--- config.mk ---
export PLATFORM = sky130hd
export DESIGN_NAME = fmt_status_regs
export DESIGN_NICKNAME = d
export VERILOG_FILES = /design/src/fmt_regs_pkg.sv /design/src/sample_formatter.sv /design/src/range_flags.sv /design/src/fmt_status_regs.sv
export SDC_FILE = /design/constraint.sdc
export NUM_CORES = 1
export LEC_CHECK = 0
export BUFFER_PORTS_ARGS = -buffer_cell sky130_fd_sc_hd__buf_2
export CAP_MARGIN = 20
export CORE_ASPECT_RATIO = 1.25
export CORE_MARGIN = 2
export CORE_UTILIZATION = 35
export CTS_CLUSTER_SIZE = 40
export DETAILED_ROUTE_END_ITERATION = 10
export SLEW_MARGIN = 20
export SYNTH_ARGS = -nofsm -noshare
export SYNTH_HDL_FRONTEND = slang
export SYNTH_SLANG_ARGS = --single-unit
export TNS_END_PERCENT = 50
--- constraint.sdc ---
create_clock -name pclk -period 1.73 [get_ports pclk]
set_clock_uncertainty 0.15 [all_clocks]
set_input_delay 0.346 -clock pclk [delete_from_list [all_inputs] [get_ports pclk]]
set_output_delay 0.346 -clock pclk [all_outputs]
set_load 0.02 [all_outputs]
--- src/fmt_regs_pkg.sv ---
package fmt_regs_pkg;

  // Register indices; the byte address on the bus is four times the index.
  localparam logic [10:0] IDX_PAT3_LO   = 11'h555;
  localparam logic [10:0] IDX_PAT3_HI   = 11'h556;
  localparam logic [10:0] IDX_PAT4_LO   = 11'h557;
  localparam logic [10:0] IDX_PAT4_HI   = 11'h558;
  localparam logic [10:0] IDX_STSEL     = 11'h559;
  localparam logic [10:0] IDX_FORMAT    = 11'h561;
  localparam logic [10:0] IDX_OR_CLEAR  = 11'h562;
  localparam logic [10:0] IDX_OR_STATUS = 11'h563;
  localparam logic [10:0] IDX_CHAN_SEL  = 11'h564;
  localparam logic [10:0] IDX_IRQ_STAT  = 11'h565;
  localparam logic [10:0] IDX_IRQ_MASK  = 11'h566;

  // Reset values.
  localparam logic [7:0] RST_ZERO   = 8'h00;
  localparam logic [7:0] RST_FORMAT = 8'h01;

  // Field positions.
  localparam int STSEL_LSB  = 0;
  localparam int FMT_LSB    = 0;
  localparam int INVERT_BIT = 2;
  localparam int SWAP_BIT   = 0;

  // Status bit selector codes.
  localparam logic [2:0] STSEL_TIE_LOW   = 3'h0;
  localparam logic [2:0] STSEL_OVERRANGE = 3'h1;
  localparam logic [2:0] STSEL_SIG_MON   = 3'h2;
  localparam logic [2:0] STSEL_FAST_DET  = 3'h3;
  localparam logic [2:0] STSEL_VAR_RANGE = 3'h4;

  // Number format codes.
  localparam logic [1:0] FMT_OFFSET_BIN = 2'h0;
  localparam logic [1:0] FMT_TWOS_COMP  = 2'h1;

  // Test mode selector code for the user pattern.
  localparam logic [3:0] TEST_USER_PATTERN = 4'h8;

  // Index of the last user pattern word; one sequence has four words.
  localparam logic [1:0] PAT_LAST_IDX = 2'h3;

endpackage : fmt_regs_pkg

--- src/sample_formatter.sv ---
// Formats one converter sample and appends the selected status bit.
// Incoming samples are two's complement.
module sample_formatter
  import fmt_regs_pkg::*;
#(
  parameter int SAMPLE_W = 14
) (
  // Sample in.
  input  wire logic [SAMPLE_W-1:0] sample,
  input  wire logic                overrange,
  input  wire logic                sig_mon,
  input  wire logic                fast_level_detect,
  input  wire logic                variable_range_monitor,
  // Settings.
  input  wire logic [1:0]          fmt,
  input  wire logic                invert,
  input  wire logic [2:0]          stsel,
  // Word out.
  output logic      [SAMPLE_W:0]   word
);

  logic [SAMPLE_W-1:0] coded;  // Sample after format and inversion.
  logic                stbit;  // Selected status bit.

  // Offset binary flips the sign bit; undefined codes stay two's complement.
  always_comb begin
    coded = sample;
    if (fmt == FMT_OFFSET_BIN) begin
      coded[SAMPLE_W-1] = ~sample[SAMPLE_W-1];
    end
    if (invert) begin
      coded = ~coded;
    end
  end

  // Unused selector codes tie the bit low so nothing stale leaks out.
  always_comb begin
    unique case (stsel)
      STSEL_TIE_LOW:   stbit = 1'b0;
      STSEL_OVERRANGE: stbit = overrange;
      STSEL_SIG_MON:   stbit = sig_mon;
      STSEL_FAST_DET:  stbit = fast_level_detect;
      STSEL_VAR_RANGE: stbit = variable_range_monitor;
      default:         stbit = 1'b0;
    endcase
  end

  assign word = {stbit, coded};

endmodule : sample_formatter

--- src/range_flags.sv ---
// Sticky range-exceed flags, one per virtual converter.
module range_flags #(
  parameter int NUM_VC = 8
) (
  // Clock and reset.
  input  wire logic              pclk,
  input  wire logic              presetn,
  // Events and clear controls.
  input  wire logic [NUM_VC-1:0] evt,
  input  wire logic [NUM_VC-1:0] clear,
  // Flags.
  output logic      [NUM_VC-1:0] flags
);

  typedef struct packed {
    logic [NUM_VC-1:0] flag;
  } rf_state_t;

  rf_state_t st_r;   // Registered state.
  rf_state_t st_nxt; // Next state.

  // A new event wins over a clear held in the same cycle, so none is lost.
  always_comb begin
    st_nxt = st_r;
    for (int i = 0; i < NUM_VC; i++) begin
      st_nxt.flag[i] = evt[i] | (st_r.flag[i] & ~clear[i]);
    end
  end

  // State register.
  always_ff @(posedge pclk or negedge presetn) begin
    if (!presetn) begin
      st_r <= '0;
    end else begin
      st_r <= st_nxt;
    end
  end

  assign flags = st_r.flag;
endmodule : range_flags

--- src/fmt_status_regs.sv ---
// Functional notes
// - Status bit chosen by 3-bit selector.
// - Offset binary or two's complement; optional inversion.
// - Clear bit at one clears converter flag.
// - Read-only bit per converter shows range exceed.
// - Swap bit exchanges output channel order.
// - User pattern repeats, or runs once.
//
// Local design decision: the APB slave port.
module fmt_status_regs
  import fmt_regs_pkg::*;
#(
  parameter int SAMPLE_W = 14,
  parameter int NUM_VC   = 8,
  parameter int ADDR_W   = 13
) (
  // Clock and reset.
  input  wire logic                pclk,
  input  wire logic                presetn,
  // APB slave.
  input  wire logic                psel,
  input  wire logic                penable,
  input  wire logic                pwrite,
  input  wire logic [ADDR_W-1:0]   paddr,
  input  wire logic [31:0]         pwdata,
  output logic      [31:0]         prdata,
  output logic                     pready,
  output logic                     pslverr,
  // Test mode settings held in neighbouring registers.
  input  wire logic [3:0]          test_mode_sel,
  input  wire logic                pattern_single,
  input  wire logic [15:0]         pattern_word1,
  input  wire logic [15:0]         pattern_word2,
  // Converter samples in.
  input  wire logic                in_valid,
  input  wire logic [SAMPLE_W-1:0] ch_a_sample,
  input  wire logic [SAMPLE_W-1:0] ch_b_sample,
  input  wire logic [1:0]          overrange,
  input  wire logic [1:0]          sig_mon,
  input  wire logic [1:0]          fast_level_detect,
  input  wire logic [1:0]          variable_range_monitor,
  // Range exceed events per virtual converter.
  input  wire logic [NUM_VC-1:0]   range_evt,
  // Formatted samples out.
  output logic                     out_valid,
  output logic      [SAMPLE_W:0]   out_a,
  output logic      [SAMPLE_W:0]   out_b,
  // Interrupt.
  output logic                     irq
);

  // One-hot states of the user pattern sequencer.
  typedef enum logic [2:0] {
    SEQ_IDLE = 3'b001,
    SEQ_RUN  = 3'b010,
    SEQ_DONE = 3'b100
  } seq_t;

  typedef struct packed {
    logic [7:0]          pat3_lo;  // Pattern word 3, low byte.
    logic [7:0]          pat3_hi;  // Pattern word 3, high byte.
    logic [7:0]          pat4_lo;  // Pattern word 4, low byte.
    logic [7:0]          pat4_hi;  // Pattern word 4, high byte.
    logic [7:0]          stsel;    // Status bit selector.
    logic [7:0]          fmt;      // Number format and invert.
    logic [7:0]          orclr;    // Range flag clear controls.
    logic [7:0]          chsel;    // Channel order.
    logic [7:0]          irq_stat; // Sticky interrupt status.
    logic [7:0]          irq_mask; // Interrupt mask.
    logic [31:0]         rdata;    // Read data for the access phase.
    logic                hit;      // Address of current transfer mapped.
    seq_t                seq;      // Pattern sequencer state.
    logic [1:0]          pat_idx;  // Next pattern word.
    logic                ovalid;   // Output sample valid.
    logic [SAMPLE_W:0]   oa;       // Output channel A word.
    logic [SAMPLE_W:0]   ob;       // Output channel B word.
  } regs_t;

  regs_t st_r;   // Registered state.
  regs_t st_nxt; // Next state.

  logic [NUM_VC-1:0]   flags;     // Sticky range exceed flags.
  logic [SAMPLE_W:0]   fmt_w [2]; // Formatted words per channel.
  logic [SAMPLE_W-1:0] smp [2];   // Raw samples per channel.
  logic [10:0]         idx;       // Word index of the bus address.
  logic                mapped;    // Address decodes to a register.
  logic                setup;     // Setup phase of a transfer.
  logic                wr_acc;    // Completing write.
  logic                user_mode; // User pattern test mode active.
  logic [15:0]         pat_word;  // Pattern word for this sample.
  logic [7:0]          rd_byte;   // Selected register byte.

  assign smp[0] = ch_a_sample;
  assign smp[1] = ch_b_sample;

  // One formatter per converter channel.
  for (genvar c = 0; c < 2; c++) begin : g_fmt
    sample_formatter #(
      .SAMPLE_W (SAMPLE_W)
    ) u_fmt (
      .sample                 (smp[c]),
      .overrange              (overrange[c]),
      .sig_mon                (sig_mon[c]),
      .fast_level_detect      (fast_level_detect[c]),
      .variable_range_monitor (variable_range_monitor[c]),
      .fmt                    (st_r.fmt[FMT_LSB+:2]),
      .invert                 (st_r.fmt[INVERT_BIT]),
      .stsel                  (st_r.stsel[STSEL_LSB+:3]),
      .word                   (fmt_w[c])
    );
  end

  // Sticky range flags with their clear controls.
  range_flags #(
    .NUM_VC (NUM_VC)
  ) u_flags (
    .pclk    (pclk),
    .presetn (presetn),
    .evt     (range_evt),
    .clear   (st_r.orclr[NUM_VC-1:0]),
    .flags   (flags)
  );

  // Bus decode; the low two address bits select nothing.
  assign idx       = paddr[ADDR_W-1:2];
  assign setup     = psel && !penable;
  assign wr_acc    = psel && penable && pwrite && st_r.hit;
  assign user_mode = (test_mode_sel == TEST_USER_PATTERN);

  // Register read mux; unmapped indices read as zero.
  always_comb begin
    mapped  = 1'b1;
    rd_byte = 8'h00;
    unique case (idx)
      IDX_PAT3_LO:   rd_byte = st_r.pat3_lo;
      IDX_PAT3_HI:   rd_byte = st_r.pat3_hi;
      IDX_PAT4_LO:   rd_byte = st_r.pat4_lo;
      IDX_PAT4_HI:   rd_byte = st_r.pat4_hi;
      IDX_STSEL:     rd_byte = st_r.stsel;
      IDX_FORMAT:    rd_byte = st_r.fmt;
      IDX_OR_CLEAR:  rd_byte = st_r.orclr;
      IDX_OR_STATUS: rd_byte = flags;
      IDX_CHAN_SEL:  rd_byte = st_r.chsel;
      IDX_IRQ_STAT:  rd_byte = st_r.irq_stat;
      IDX_IRQ_MASK:  rd_byte = st_r.irq_mask;
      default:       mapped  = 1'b0;
    endcase
  end

  // Pattern word for the sample slot; words 3 and 4 come from bytes here.
  always_comb begin
    unique case (st_r.pat_idx)
      2'h0:    pat_word = pattern_word1;
      2'h1:    pat_word = pattern_word2;
      2'h2:    pat_word = {st_r.pat3_hi, st_r.pat3_lo};
      default: pat_word = {st_r.pat4_hi, st_r.pat4_lo};
    endcase
  end

  // Next-state logic for registers, sequencer and sample output.
  always_comb begin
    st_nxt = st_r;
    // Read data is captured in setup so the access phase needs no wait.
    if (setup) begin
      st_nxt.hit   = mapped;
      st_nxt.rdata = {24'h000000, rd_byte};
    end
    // Writes take effect at the completing edge; read-only bits ignore them.
    if (wr_acc) begin
      unique case (idx)
        IDX_PAT3_LO:  st_nxt.pat3_lo  = pwdata[7:0];
        IDX_PAT3_HI:  st_nxt.pat3_hi  = pwdata[7:0];
        IDX_PAT4_LO:  st_nxt.pat4_lo  = pwdata[7:0];
        IDX_PAT4_HI:  st_nxt.pat4_hi  = pwdata[7:0];
        IDX_STSEL:    st_nxt.stsel    = {5'h00, pwdata[2:0]};
        IDX_FORMAT:   st_nxt.fmt      = {5'h00, pwdata[2:0]};
        IDX_OR_CLEAR: st_nxt.orclr    = pwdata[7:0];
        IDX_CHAN_SEL: st_nxt.chsel    = {7'h00, pwdata[0]};
        IDX_IRQ_MASK: st_nxt.irq_mask = pwdata[7:0];
        default:      st_nxt.hit      = st_r.hit;
      endcase
    end
    // Events set interrupt status; the set wins over a one written to clear.
    if (wr_acc && idx == IDX_IRQ_STAT) begin
      st_nxt.irq_stat = st_r.irq_stat & ~pwdata[7:0];
    end
    st_nxt.irq_stat = st_nxt.irq_stat | range_evt;
    // Sequencer leaves any test state as soon as the mode is dropped.
    if (!user_mode) begin
      st_nxt.seq     = SEQ_IDLE;
      st_nxt.pat_idx = 2'h0;
    end else begin
      unique case (st_r.seq)
        SEQ_IDLE: begin
          st_nxt.seq     = SEQ_RUN;
          st_nxt.pat_idx = 2'h0;
        end
        SEQ_RUN: begin
          if (in_valid) begin
            st_nxt.pat_idx = st_r.pat_idx + 2'h1;
            if (pattern_single && st_r.pat_idx == PAT_LAST_IDX) begin
              st_nxt.seq = SEQ_DONE;
            end
          end
        end
        SEQ_DONE: begin
          st_nxt.seq = SEQ_DONE;
        end
      endcase
    end
    // Output words; a single pattern is followed by zero words.
    st_nxt.ovalid = in_valid;
    if (in_valid) begin
      if (user_mode) begin
        if (st_r.seq == SEQ_RUN) begin
          st_nxt.oa = {1'b0, pat_word[SAMPLE_W-1:0]};
          st_nxt.ob = {1'b0, pat_word[SAMPLE_W-1:0]};
        end else begin
          st_nxt.oa = '0;
          st_nxt.ob = '0;
        end
      end else if (st_r.chsel[SWAP_BIT]) begin
        st_nxt.oa = fmt_w[1];
        st_nxt.ob = fmt_w[0];
      end else begin
        st_nxt.oa = fmt_w[0];
        st_nxt.ob = fmt_w[1];
      end
    end
  end

  // State register; reset values match the register defaults.
  always_ff @(posedge pclk or negedge presetn) begin
    if (!presetn) begin
      st_r          <= '0;
      st_r.fmt      <= RST_FORMAT;
      st_r.stsel    <= RST_ZERO;
      st_r.seq      <= SEQ_IDLE;
    end else begin
      st_r <= st_nxt;
    end
  end

  // Zero wait states; unmapped addresses answer with an error.
  assign pready    = psel && penable;
  assign pslverr   = psel && penable && !st_r.hit;
  assign prdata    = st_r.rdata;
  assign out_valid = st_r.ovalid;
  assign out_a     = st_r.oa;
  assign out_b     = st_r.ob;
  assign irq       = |(st_r.irq_stat & st_r.irq_mask);

  // Helpers read only by the checks below.
  logic [NUM_VC-1:0] clr_only;
  logic              a_msb;
  assign clr_only = st_r.orclr[NUM_VC-1:0] & ~range_evt;
  assign a_msb    = ch_a_sample[SAMPLE_W-1];
endmodule : fmt_status_regs

# Yosys cells after proc, flatten, opt, wreduce, memory -nomap -nowiden
# Index checks and enable logic that the tools add are counted.
# W data, S select, Z words.
[word_totals]
inputBits = 132
out_inout_bits = 66
ff_bits = 116
[op_classes]
n_addsub = 1
eq_ne = 26
n_bitwise = 32
muxes = 21
n_reduce_logical = 25
[op_table]
columns = ["operator", "n"]
rows = [
  ["$eq A11 B11 Y1 const B", 11],
  ["$pmux W8 S11", 1],
  ["$mux W30", 2],
  ["$pmux W14 S3", 1],
  ["$mux W29", 1],
  ["$mux W14", 2],
  ["$not A14 Y14", 2],
  ["$reduce_and A2 Y1", 11],
  ["$and A8 B8 Y8", 2],
  ["$reduce_or A11 Y1", 1],
  ["$mux W5", 2],
  ["$not A1 Y1", 10],
  ["$eq A3 B2 Y1 const B", 3],
  ["$pmux W3 S3", 1],
  ["$reduce_or A9 Y1", 1],
  ["$and A1 B1 Y1", 8],
  ["$mux W8", 1],
  ["$not A8 Y8", 1],
  ["$or A1 B1 Y1", 8],
  ["$or A8 B8 Y8", 1],
  ["$pmux W1 S4", 2],
  ["$reduce_or A8 Y1", 1],
  ["$logic_and A1 B1 Y1", 7],
  ["$eq A3 B1 Y1 const B", 2],
  ["13 further kinds", 23],
]

# Logic depth before layout (Yosys ltp)
# Gate-level depths: netlist (run 1).
[logic_depth]
ltp_word = 6
mapped_depth = 7
depth_no_buf = 7

# Cells and area by module
# From an unflattened synthesis (run 1), not the netlist that was laid out.
[hier_totals]
cells_unflattened = 712
hier_area_um2 = 7061.8
[by_module_without_submodules]
columns = ["mod", "area_per_inst_um2", "instances", "cells_per_inst"]
rows = [
  ["fmt_status_regs", 6326.1, 1, 636],
  ["sample_formatter", 222.7, 2, 26],
  ["range_flags", 290.3, 1, 24],
]

# Least setup slack after synthesis (run 1)
# No wires, ideal clock.
[synth_path]
kind = "input to register"
startpoint = "input port psel"
endpoint = "register st_r[85] in the netlist's numbering"
arrival_ns = 1.742
path_stages = 5
required_ns = 1.452
setup_slack_ns = -0.290
path_cell_list = "and2_1 > nand3_4 > or2_4 > nor4b_4 > mux2_1"
[synth_between]
elab_chain_cells = 4
[synth_lines]
columns = ["item", "line_no", "rtl"]
rows = [
  ["from (decl)", "fmt_status_regs.sv:21", "input wire logic psel,"],
  ["$logic_and A1 B1 Y1 (3 in series)", "fmt_status_regs.sv:127", "assign wr_acc = psel && penable && pwrite && st_r.hit;"],
  ["$reduce_and A2 Y1 (no line)", "n/a", ""],
  ["to (signal assigned)", "fmt_status_regs.sv:240", "st_r <= st_nxt;"],
  ["to (decl)", "fmt_status_regs.sv:79", "regs_t st_r;"],
]
# Every way passes these cells.
# A chain may end at the register's enable or synchronous reset.

# Worst setup path after layout (run 1)
[layout_path]
startpoint = "register st_r[70] in the netlist's numbering"
endpoint = "output port irq"
[layout_between]
elab_chain_cells = 2
[layout_lines]
columns = ["item", "line_no", "rtl"]
rows = [
  ["$and A8 B8 Y8", "fmt_status_regs.sv:251", "assign irq = |(st_r.irq_stat & st_r.irq_mask);"],
  ["$reduce_or A8 Y1", "fmt_status_regs.sv:251", ""],
  ["to (decl)", "fmt_status_regs.sv:49", "output logic irq"],
]
# Every way passes these cells.

==> summary.md, run 1 <==
| Metric | Value |
|---|---|
| Adder-Cell Fraction of Synth Area | `0.00889` |
| Die ar. | `21,300 um2` |
| Final setup vio count | `29` |
| Initial antenna violation count | `1` |
| Count of pins over their slew limit | `0` |
| Grt met3 use | `0.0532` |
| Height of the chip | `163 um` |
| Site Rows | `58` |
| Synth Area in Compound Gates | `0.155` |
| 1st-pass router iterations | `6` |
| FF-to-FF setup slack | `-110 ps` |
| Pwr dens | `809 nW/um2` |
| Vias | `5,767` |
| I/O pin count | `198` |
| Minimum clock period | `1880 ps` |
| Post-synth top area share | `0.405` |
| Maximum vdd drop | `0.000696 V` |
| GR peak layer | `met2` |
| Critical R2R Launch | `st_r[31]$_DFFE_PN0P_` |
| Antenna-violating nets left | `0` |
| WHS Path Cells | `4` |
| Cells after Synth | `689` |
| Mux contribution to synthesized area | `0.145` |
| Worst min-delay path class | `in2reg` |
| Final GP Congestion | `0.871` |
| PortBufs | `143` |
| GRT overflow | `0` |
| R2R cell count | `7` |
| Worst-skew pair later-pin latency | `420 ps` |
| Post-synth EDFFs | `0` |
| Main combinational cell family by area after synthesis | `compound AO/OA/AOI/OAI gates` |
| Nets | `1,017` |
| CTS tree | `done` |
| CTS max path bufs | `2` |
| Final hold violation count | `0` |
| Clk sinks | `116` |
| Synth Area in Simple Gates | `0.144` |
| Worst-path clk slew | `50 ps` |
| Outcome | `finished, violations left` |
| Part of the Yosys area used for sequential elements | `0.413` |
| Area contributors post-synth | `dfrtp_1 (41%), mux2_2 (9.9%), buf_4 (7.3%)` |
| Mapped Area | `7040 um2` |
| Violated checks | `setup timing` |
| Met2 Use GR | `0.318` |
| Share of cells above drive strength 1 | `0.434` |
| First-pass GRT wire length | `31.6 mm` |
| Post-Synth XOR/XNOR Area | `0.0373` |
| Worst Hold Path EP | `st_r[34]$_DFFE_PN0P_` |
| Worst endpoint required time | `1230 ps` |
| Fin util | `0.465` |
| Largest net degree at the start of global routing | `54` |
| Final critical-path share of the clock period | `1.09` |
| Tot GR Track Use | `0.196` |
| Vias in the first global route | `5,694` |
| Synthesized area per cell | `10.2 um2` |
| DP Area | `8350 um2` |
| Count of different cell masters after synthesis | `64` |
| Die W | `131 um` |
| Post-route cell area | `9280 um2` |
| R2r endpoint | `out_b[10]$_DFFE_PN0P_` |
| Crit Path Class | `reg2out` |
| Unrepaired setup endpoints after global routing | `true` |
| Initial Util | `0.353` |
| Core area | `20,000 um2` |
| Main synth FF type | `dfrtp_1` |
| Total routed wirelength | `20.0 mm` |
| Synth area leader | `dfrtp_1` |
| DR iter-0 viols | `311` |
| Critical Path End Type | `output port` |
| Fmax | `531 MHz` |
| Yosys reg bits | `116` |
| Number of buffers created by CTS | `17` |
| Max Cap Viol | `0` |
| # diodes | `0` |
| Pleak | `0.00413 uW` |
| Crit path DAT | `1390 ps` |
| Detail Placement HPWL | `15.5 mm` |
| Hold_sp | `pattern_single` |
| Clock root cell | `clkbuf_16` |
| Met1 Use GR | `0.259` |
| Final setup margin | `-154 ps` |
| Ys Warns | `0` |
| Kind of start point of the critical path | `flip-flop` |
| Area Growth Syn to Fin | `31.8%` |
| H-tree depth | `4` |
| DR vias/cell | `4.96` |
| Post-synthesis async set-or-reset flop share | `1.00` |
| DRC Markers | `0` |
| Worst-path fanout max | `2` |
| Per-cell routed wire length | `17.2 um` |
## critical path: stages (launching register included)
cell and delay (ps):
dfrtp_1 380, a22oi_2 240, nand4_1 170, buf_6 170
## how the worst max path moves through the flow
stage                      endpoint                  from  depth (start not counted)
5_1_grt                         irq  st_r[70]$_DFFE_PN0P_                          3
3_3_place_gp   out_b[3]$_DFFE_PN0P_  st_r[32]$_DFFE_PN0P_                          6
2_1_floorplan  st_r[70]$_DFFE_PN0P_              paddr[9]                          5
6_report                        irq  st_r[70]$_DFFE_PN0P_                          3
3_5_place_dp   st_r[73]$_DFFE_PN0P_              paddr[9]                          6
4_1_cts                         irq  st_r[70]$_DFFE_PN0P_                          3
## per-stage QoR
step                      hold slack, ps  setup TNS, ps  power (uW)  std cells  setup slack [ps]
after CTS                            103           -873        7540       1159              -173
after global placement               205         -26840        3840       1114              -398
after detailed placement             216         -29110        3850       1114              -418
final                                114          -1670        7500       1163              -154
after global routing                 128          -4390        7790       1163              -226
after floorplan                    -99.6         -11390        3540        712              -217
## synthesized netlist by cell type, drive strengths merged, types with 3 or more instances
cell type	count
a21boi	13
a21o	16
a21oi	38
a222oi	14
a22o	3
a22oi	19
a31oi	7
and3	4
and4bb	4
buf	78
clkbuf	19
dfrtp	114
ha	5
inv	13
mux2	63
mux2i	31
nand2	69
nand2b	4
nand3	6
nand3b	5
nor2	46
nor2b	13
nor3	5
nor4b	5
o21ai	27
o22a	3
o22ai	5
xnor2	30
## what timing repair did
action	CTS	global route
buffers inserted	4	4
setup endpoints to repair	30	43
endpoints found under the hold margin	132	0
gates resized for setup	35	24
hold buffers	9	0
pin swaps	20	31
## where the power goes
| part | switching, uW | total, uW | internal, uW | leakage (uW) |
|---|---|---|---|---|
| clock | 1350 | 3660 | 2310 | 0.000285 |
| sequential | 54.6 | 2860 | 2810 | 0.00143 |
| combinational | 570 | 975 | 405 | 0.00242 |
## cell families (layout without fill, tap and decap cells)
logic type / after synthesis / count (layout)
flops: 116 / 116
simple gates: 173 / 173
buf+inv: 110 / 291
compound gates: 160 / 160
mux: 94 / 94
fa+ha+maj: 5 / 5
xor+xnor: 30 / 30
other cells: 1 / 24
## sequential cells by signal (all words and copies together) (netlist names)
signal,cells
u_flags.flags,8
out_valid,1
out_a,15
prdata,8
out_b,15
st_r,69
## cell usage in the layout, fill, tap and decap left out, types with 17 or more instances in the layout
master and count:
dfrtp_1 111, clkbuf_16 17, conb_1 24, nor2_1 43, mux2i_1 31, a21oi_1 32
buf_4 82, xnor2_1 30, nand2_1 67, buf_2 140, mux2_2 61
## metal layers
layer	wire length (um)	vias up	share of wire
met5	0	-	0
met4	215	0	0.011
met3	1160	21	0.058
met2	9830	167	0.49
met1	8810	2813	0.44
li1	-	2766	-
## layout make-up
| class | count | area, um2 |
|---|---|---|
| Fill cell | 1900 | 10700 |
| Tap cell | 270 | 338 |
| Inverter | 13 | 51.3 |
| Timing Repair Buffer | 246 | 1680 |
| Clock buffer | 18 | 439 |
| Multi-Input combinational cell | 486 | 3680 |
| Clock inverter | 14 | 176 |
| Sequential cell | 116 | 2910 |
Note: power is estimated with default switching activity, not from simulation.
==> run 2: changes to the inputs <==
Settings changed: CORE_MARGIN 2 to 1.5.
==> run 2 against run 1 <==
  * The flow still finishes with violations (setup timing)
  * Non-clock buffer count grew 6
  * Flip-flop and latch count is the same
  * Sequential share of layout area shrank 0.42 points
  * Sequential power is essentially flat
  * Register-to-register slack is essentially flat
  * Critical path depth is the same
  * Die area shrank 1.4%
  * Setup slack lost 12 ps
  * Worst hold slack lost 6.8 ps
  * Clock-buffer cell count grew 4
  * Largest cell class unchanged
  * Largest power group unchanged
==> summary.md, run 2 (same netlist as run 1, synthesis figures left out) <==
| Metric | Value |
|---|---|
| Die W | `130 um (was 131 um)` |
| CTS tree | `done (unchanged)` |
| Area Growth Syn to Fin | `33.5% (was 31.8%)` |
| Clock power share | `0.489 (was 0.488)` |
| Tot GR Track Use | `0.204 (was 0.196)` |
| Largest register FFs | `69 (unchanged)` |
| CTS max path bufs | `2 (unchanged)` |
| Area of the multi-input gates | `3690 um2 (was 3680 um2)` |
| I/O pin count | `198 (unchanged)` |
| Storage cell area | `2910 um2 (about the same)` |
| Psw | `1930 uW (was 1980 uW)` |
| Height of the chip | `162 um (was 163 um)` |
| Worst-path clk slew | `60 ps (was 50 ps)` |
| Worst endpoint required time | `1230 ps (about the same)` |
| Fmax | `527 MHz (was 531 MHz)` |
| Sw Share | `0.256 (was 0.264)` |
| Fillers | `1,803 (was 1,900)` |
| Detail Placement HPWL | `15.7 mm (was 15.5 mm)` |
| Clk sinks | `116 (unchanged)` |
| GRT overflow | `0 (unchanged)` |
| Final GP Congestion | `0.850 (was 0.871)` |
| Final setup vio count | `17 (was 29)` |
| Final critical-path share of the clock period | `1.10 (was 1.09)` |
| DR iter-0 viols | `341 (was 311)` |
| Clock root cell | `clkbuf_16 (unchanged)` |
| # diodes | `0 (unchanged)` |
| Crit Path Class | `reg2out (unchanged)` |
| Minimum clock period | `1900 ps (was 1880 ps)` |
| Maximum vdd drop | `0.000645 V (was 0.000696 V)` |
| Kind of start point of the critical path | `flip-flop (unchanged)` |
| Per-cell routed wire length | `17.6 um (was 17.2 um)` |
| Max Cap Viol | `0 (unchanged)` |
| 1st-pass router iterations | `7 (was 6)` |
| Initial Util | `0.359 (was 0.353)` |
| DRC Markers | `0 (unchanged)` |
| Antenna-violating nets left | `0 (unchanged)` |
| H-tree depth | `4 (unchanged)` |
| Internal power | `5610 uW (was 5520 uW)` |
| Post-Route Setup TNS | `-949 ps (was -1670 ps)` |
| Largest Register | `st_r (unchanged)` |
| Core area | `19,600 um2 (was 20,000 um2)` |
| PortBufs | `143 (unchanged)` |
| Commonest non-fill, non-tap cell in the layout | `buf_2 (unchanged)` |
| Pwr dens | `803 nW/um2 (was 809 nW/um2)` |
| Worst-skew pair later-pin latency | `420 ps (about the same)` |
| Site Rows | `57 (was 58)` |
| Pre-CTS worst setup slack | `-517 ps (was -418 ps)` |
| Crit path DAT | `1400 ps (was 1390 ps)` |
| Largest net degree at the start of global routing | `37 (was 54)` |
| DR vias/cell | `5.00 (was 4.96)` |
| Share of cells above drive strength 1 | `0.434 (about the same)` |
| Vias in the first global route | `5,989 (was 5,694)` |
| Power share of the combinational group | `0.132 (was 0.130)` |
| Total routed wirelength | `20.4 mm (was 20.0 mm)` |
| Vias | `5,815 (was 5,767)` |
| Die ar. | `21,000 um2 (was 21,300 um2)` |
| Worst-path fanout max | `3 (was 2)` |
| Nets | `1,023 (was 1,017)` |
| Count of pins over their slew limit | `0 (unchanged)` |
| Unrepaired setup endpoints after global routing | `true (unchanged)` |
| Initial antenna violation count | `0 (was 1)` |
| Pleak | `0.00421 uW (was 0.00413 uW)` |
| Final setup margin | `-166 ps (was -154 ps)` |
| Fraction of power consumed by sequential logic | `0.379 (was 0.382)` |
| Most frequent cells in the layout | `buf_2 (142), dfrtp_1 (113), buf_4 (80) (was buf_2 (140), dfrtp_1 (111), buf_4 (82))` |
| Final hold violation count | `0 (unchanged)` |
| First-pass GRT wire length | `32.7 mm (was 31.6 mm)` |
| Number of buffers created by CTS | `17 (unchanged)` |
| Worst min-delay path class | `in2reg (unchanged)` |
| Outcome | `finished, violations left (unchanged)` |
| Violated checks | `setup timing (unchanged)` |
| Critical Path End Type | `output port (unchanged)` |
## run 2: cell types whose count changed in the layout (fill, tap and decap cells not counted), sizes merged
cell	change
clkinvlp	-1
buf	+5
clkbuf	+5
clkinv	-3
## run 2: area by class of cell
type | count | share of cell area
multi-input combinational | 486 | 0.393
sequential | 116 | 0.309
timing repair buffer | 252 | 0.192
clock buffer | 22 | 0.0505
tap | 265 | 0.0353
clock inverter | 10 | 0.0156
inverter | 13 | 0.00519
## run 2: metal layers
metal / track usage / vias to the layer above / wire, um
met5: 0 / - / 0
met4: 0.0551 / 0 / 275
met3: 0.0520 / 24 / 1190
met2: 0.340 / 186 / 9990
met1: 0.260 / 2816 / 8970
li1: - / 2789 / -
## run 2: timing repair
action | 4_1_cts | 5_1_grt
endpoints found under the hold margin | 34 | 0
gates resized for setup | 36 | 20
buffers inserted | 4 | 2
pin swaps | 28 | 20
endpoints found under the setup margin | 29 | 46
cloned | 1 | 1
hold buffers | 9 | 0
## run 2: worst max-delay path: stages, from the launching register on
cell,delay (ps)
dfrtp_1,430
a22oi_2,230
nand4_1,140
buf_2,180
## run 2: final timing paths
kind / startpoint / end / slack (ps) / cells past startpoint
min: pattern_single / st_r[34]$_DFFE_PN0P_ / 110 / 4
max: st_r[79]$_DFF_PN0_ / irq / -170 / 3
min in group asynchronous: presetn / u_flags.flags[5]$_DFF_PN0_ / 240 / 2
min reg2reg: u_flags.flags[1]$_DFF_PN0_ / u_flags.flags[1]$_DFF_PN0_ / 330 / 1
max in group asynchronous: presetn / st_r[33]$_DFFE_PN1P_ / 620 / 3
max reg2reg: st_r[31]$_DFFE_PN0P_ / out_b[3]$_DFFE_PN0P_ / -100 / 6
## run 2: through the flow
step / area (um2) / power, uW / hold slack (ps) / instances / utilization
CTS: 9300 / 7600 / 101 / 1162 / 0.474
finish: 9390 / 7540 / 107 / 1164 / 0.479
global route: 9390 / 7820 / 120 / 1164 / 0.479
floorplan: 7150 / 3540 / -99.6 / 712 / -
global placement: 8450 / 3870 / 127 / 1116 / 0.431
detailed placement: 8450 / 3880 / 131 / 1116 / 0.431
## run 2: power by group through the flow
| stage | combinational (uW) | clock (uW) | sequential (uW) |
|---|---|---|---|
| 5_1_grt | 1090 | 3860 | 2870 |
| 6_report | 994 | 3690 | 2860 |
| 3_5_place_dp | 970 | 0 | 2910 |
| 4_1_cts | 996 | 3740 | 2860 |
| 2_1_floorplan | 640 | 0 | 2900 |
| 3_3_place_gp | 959 | 0 | 2910 |
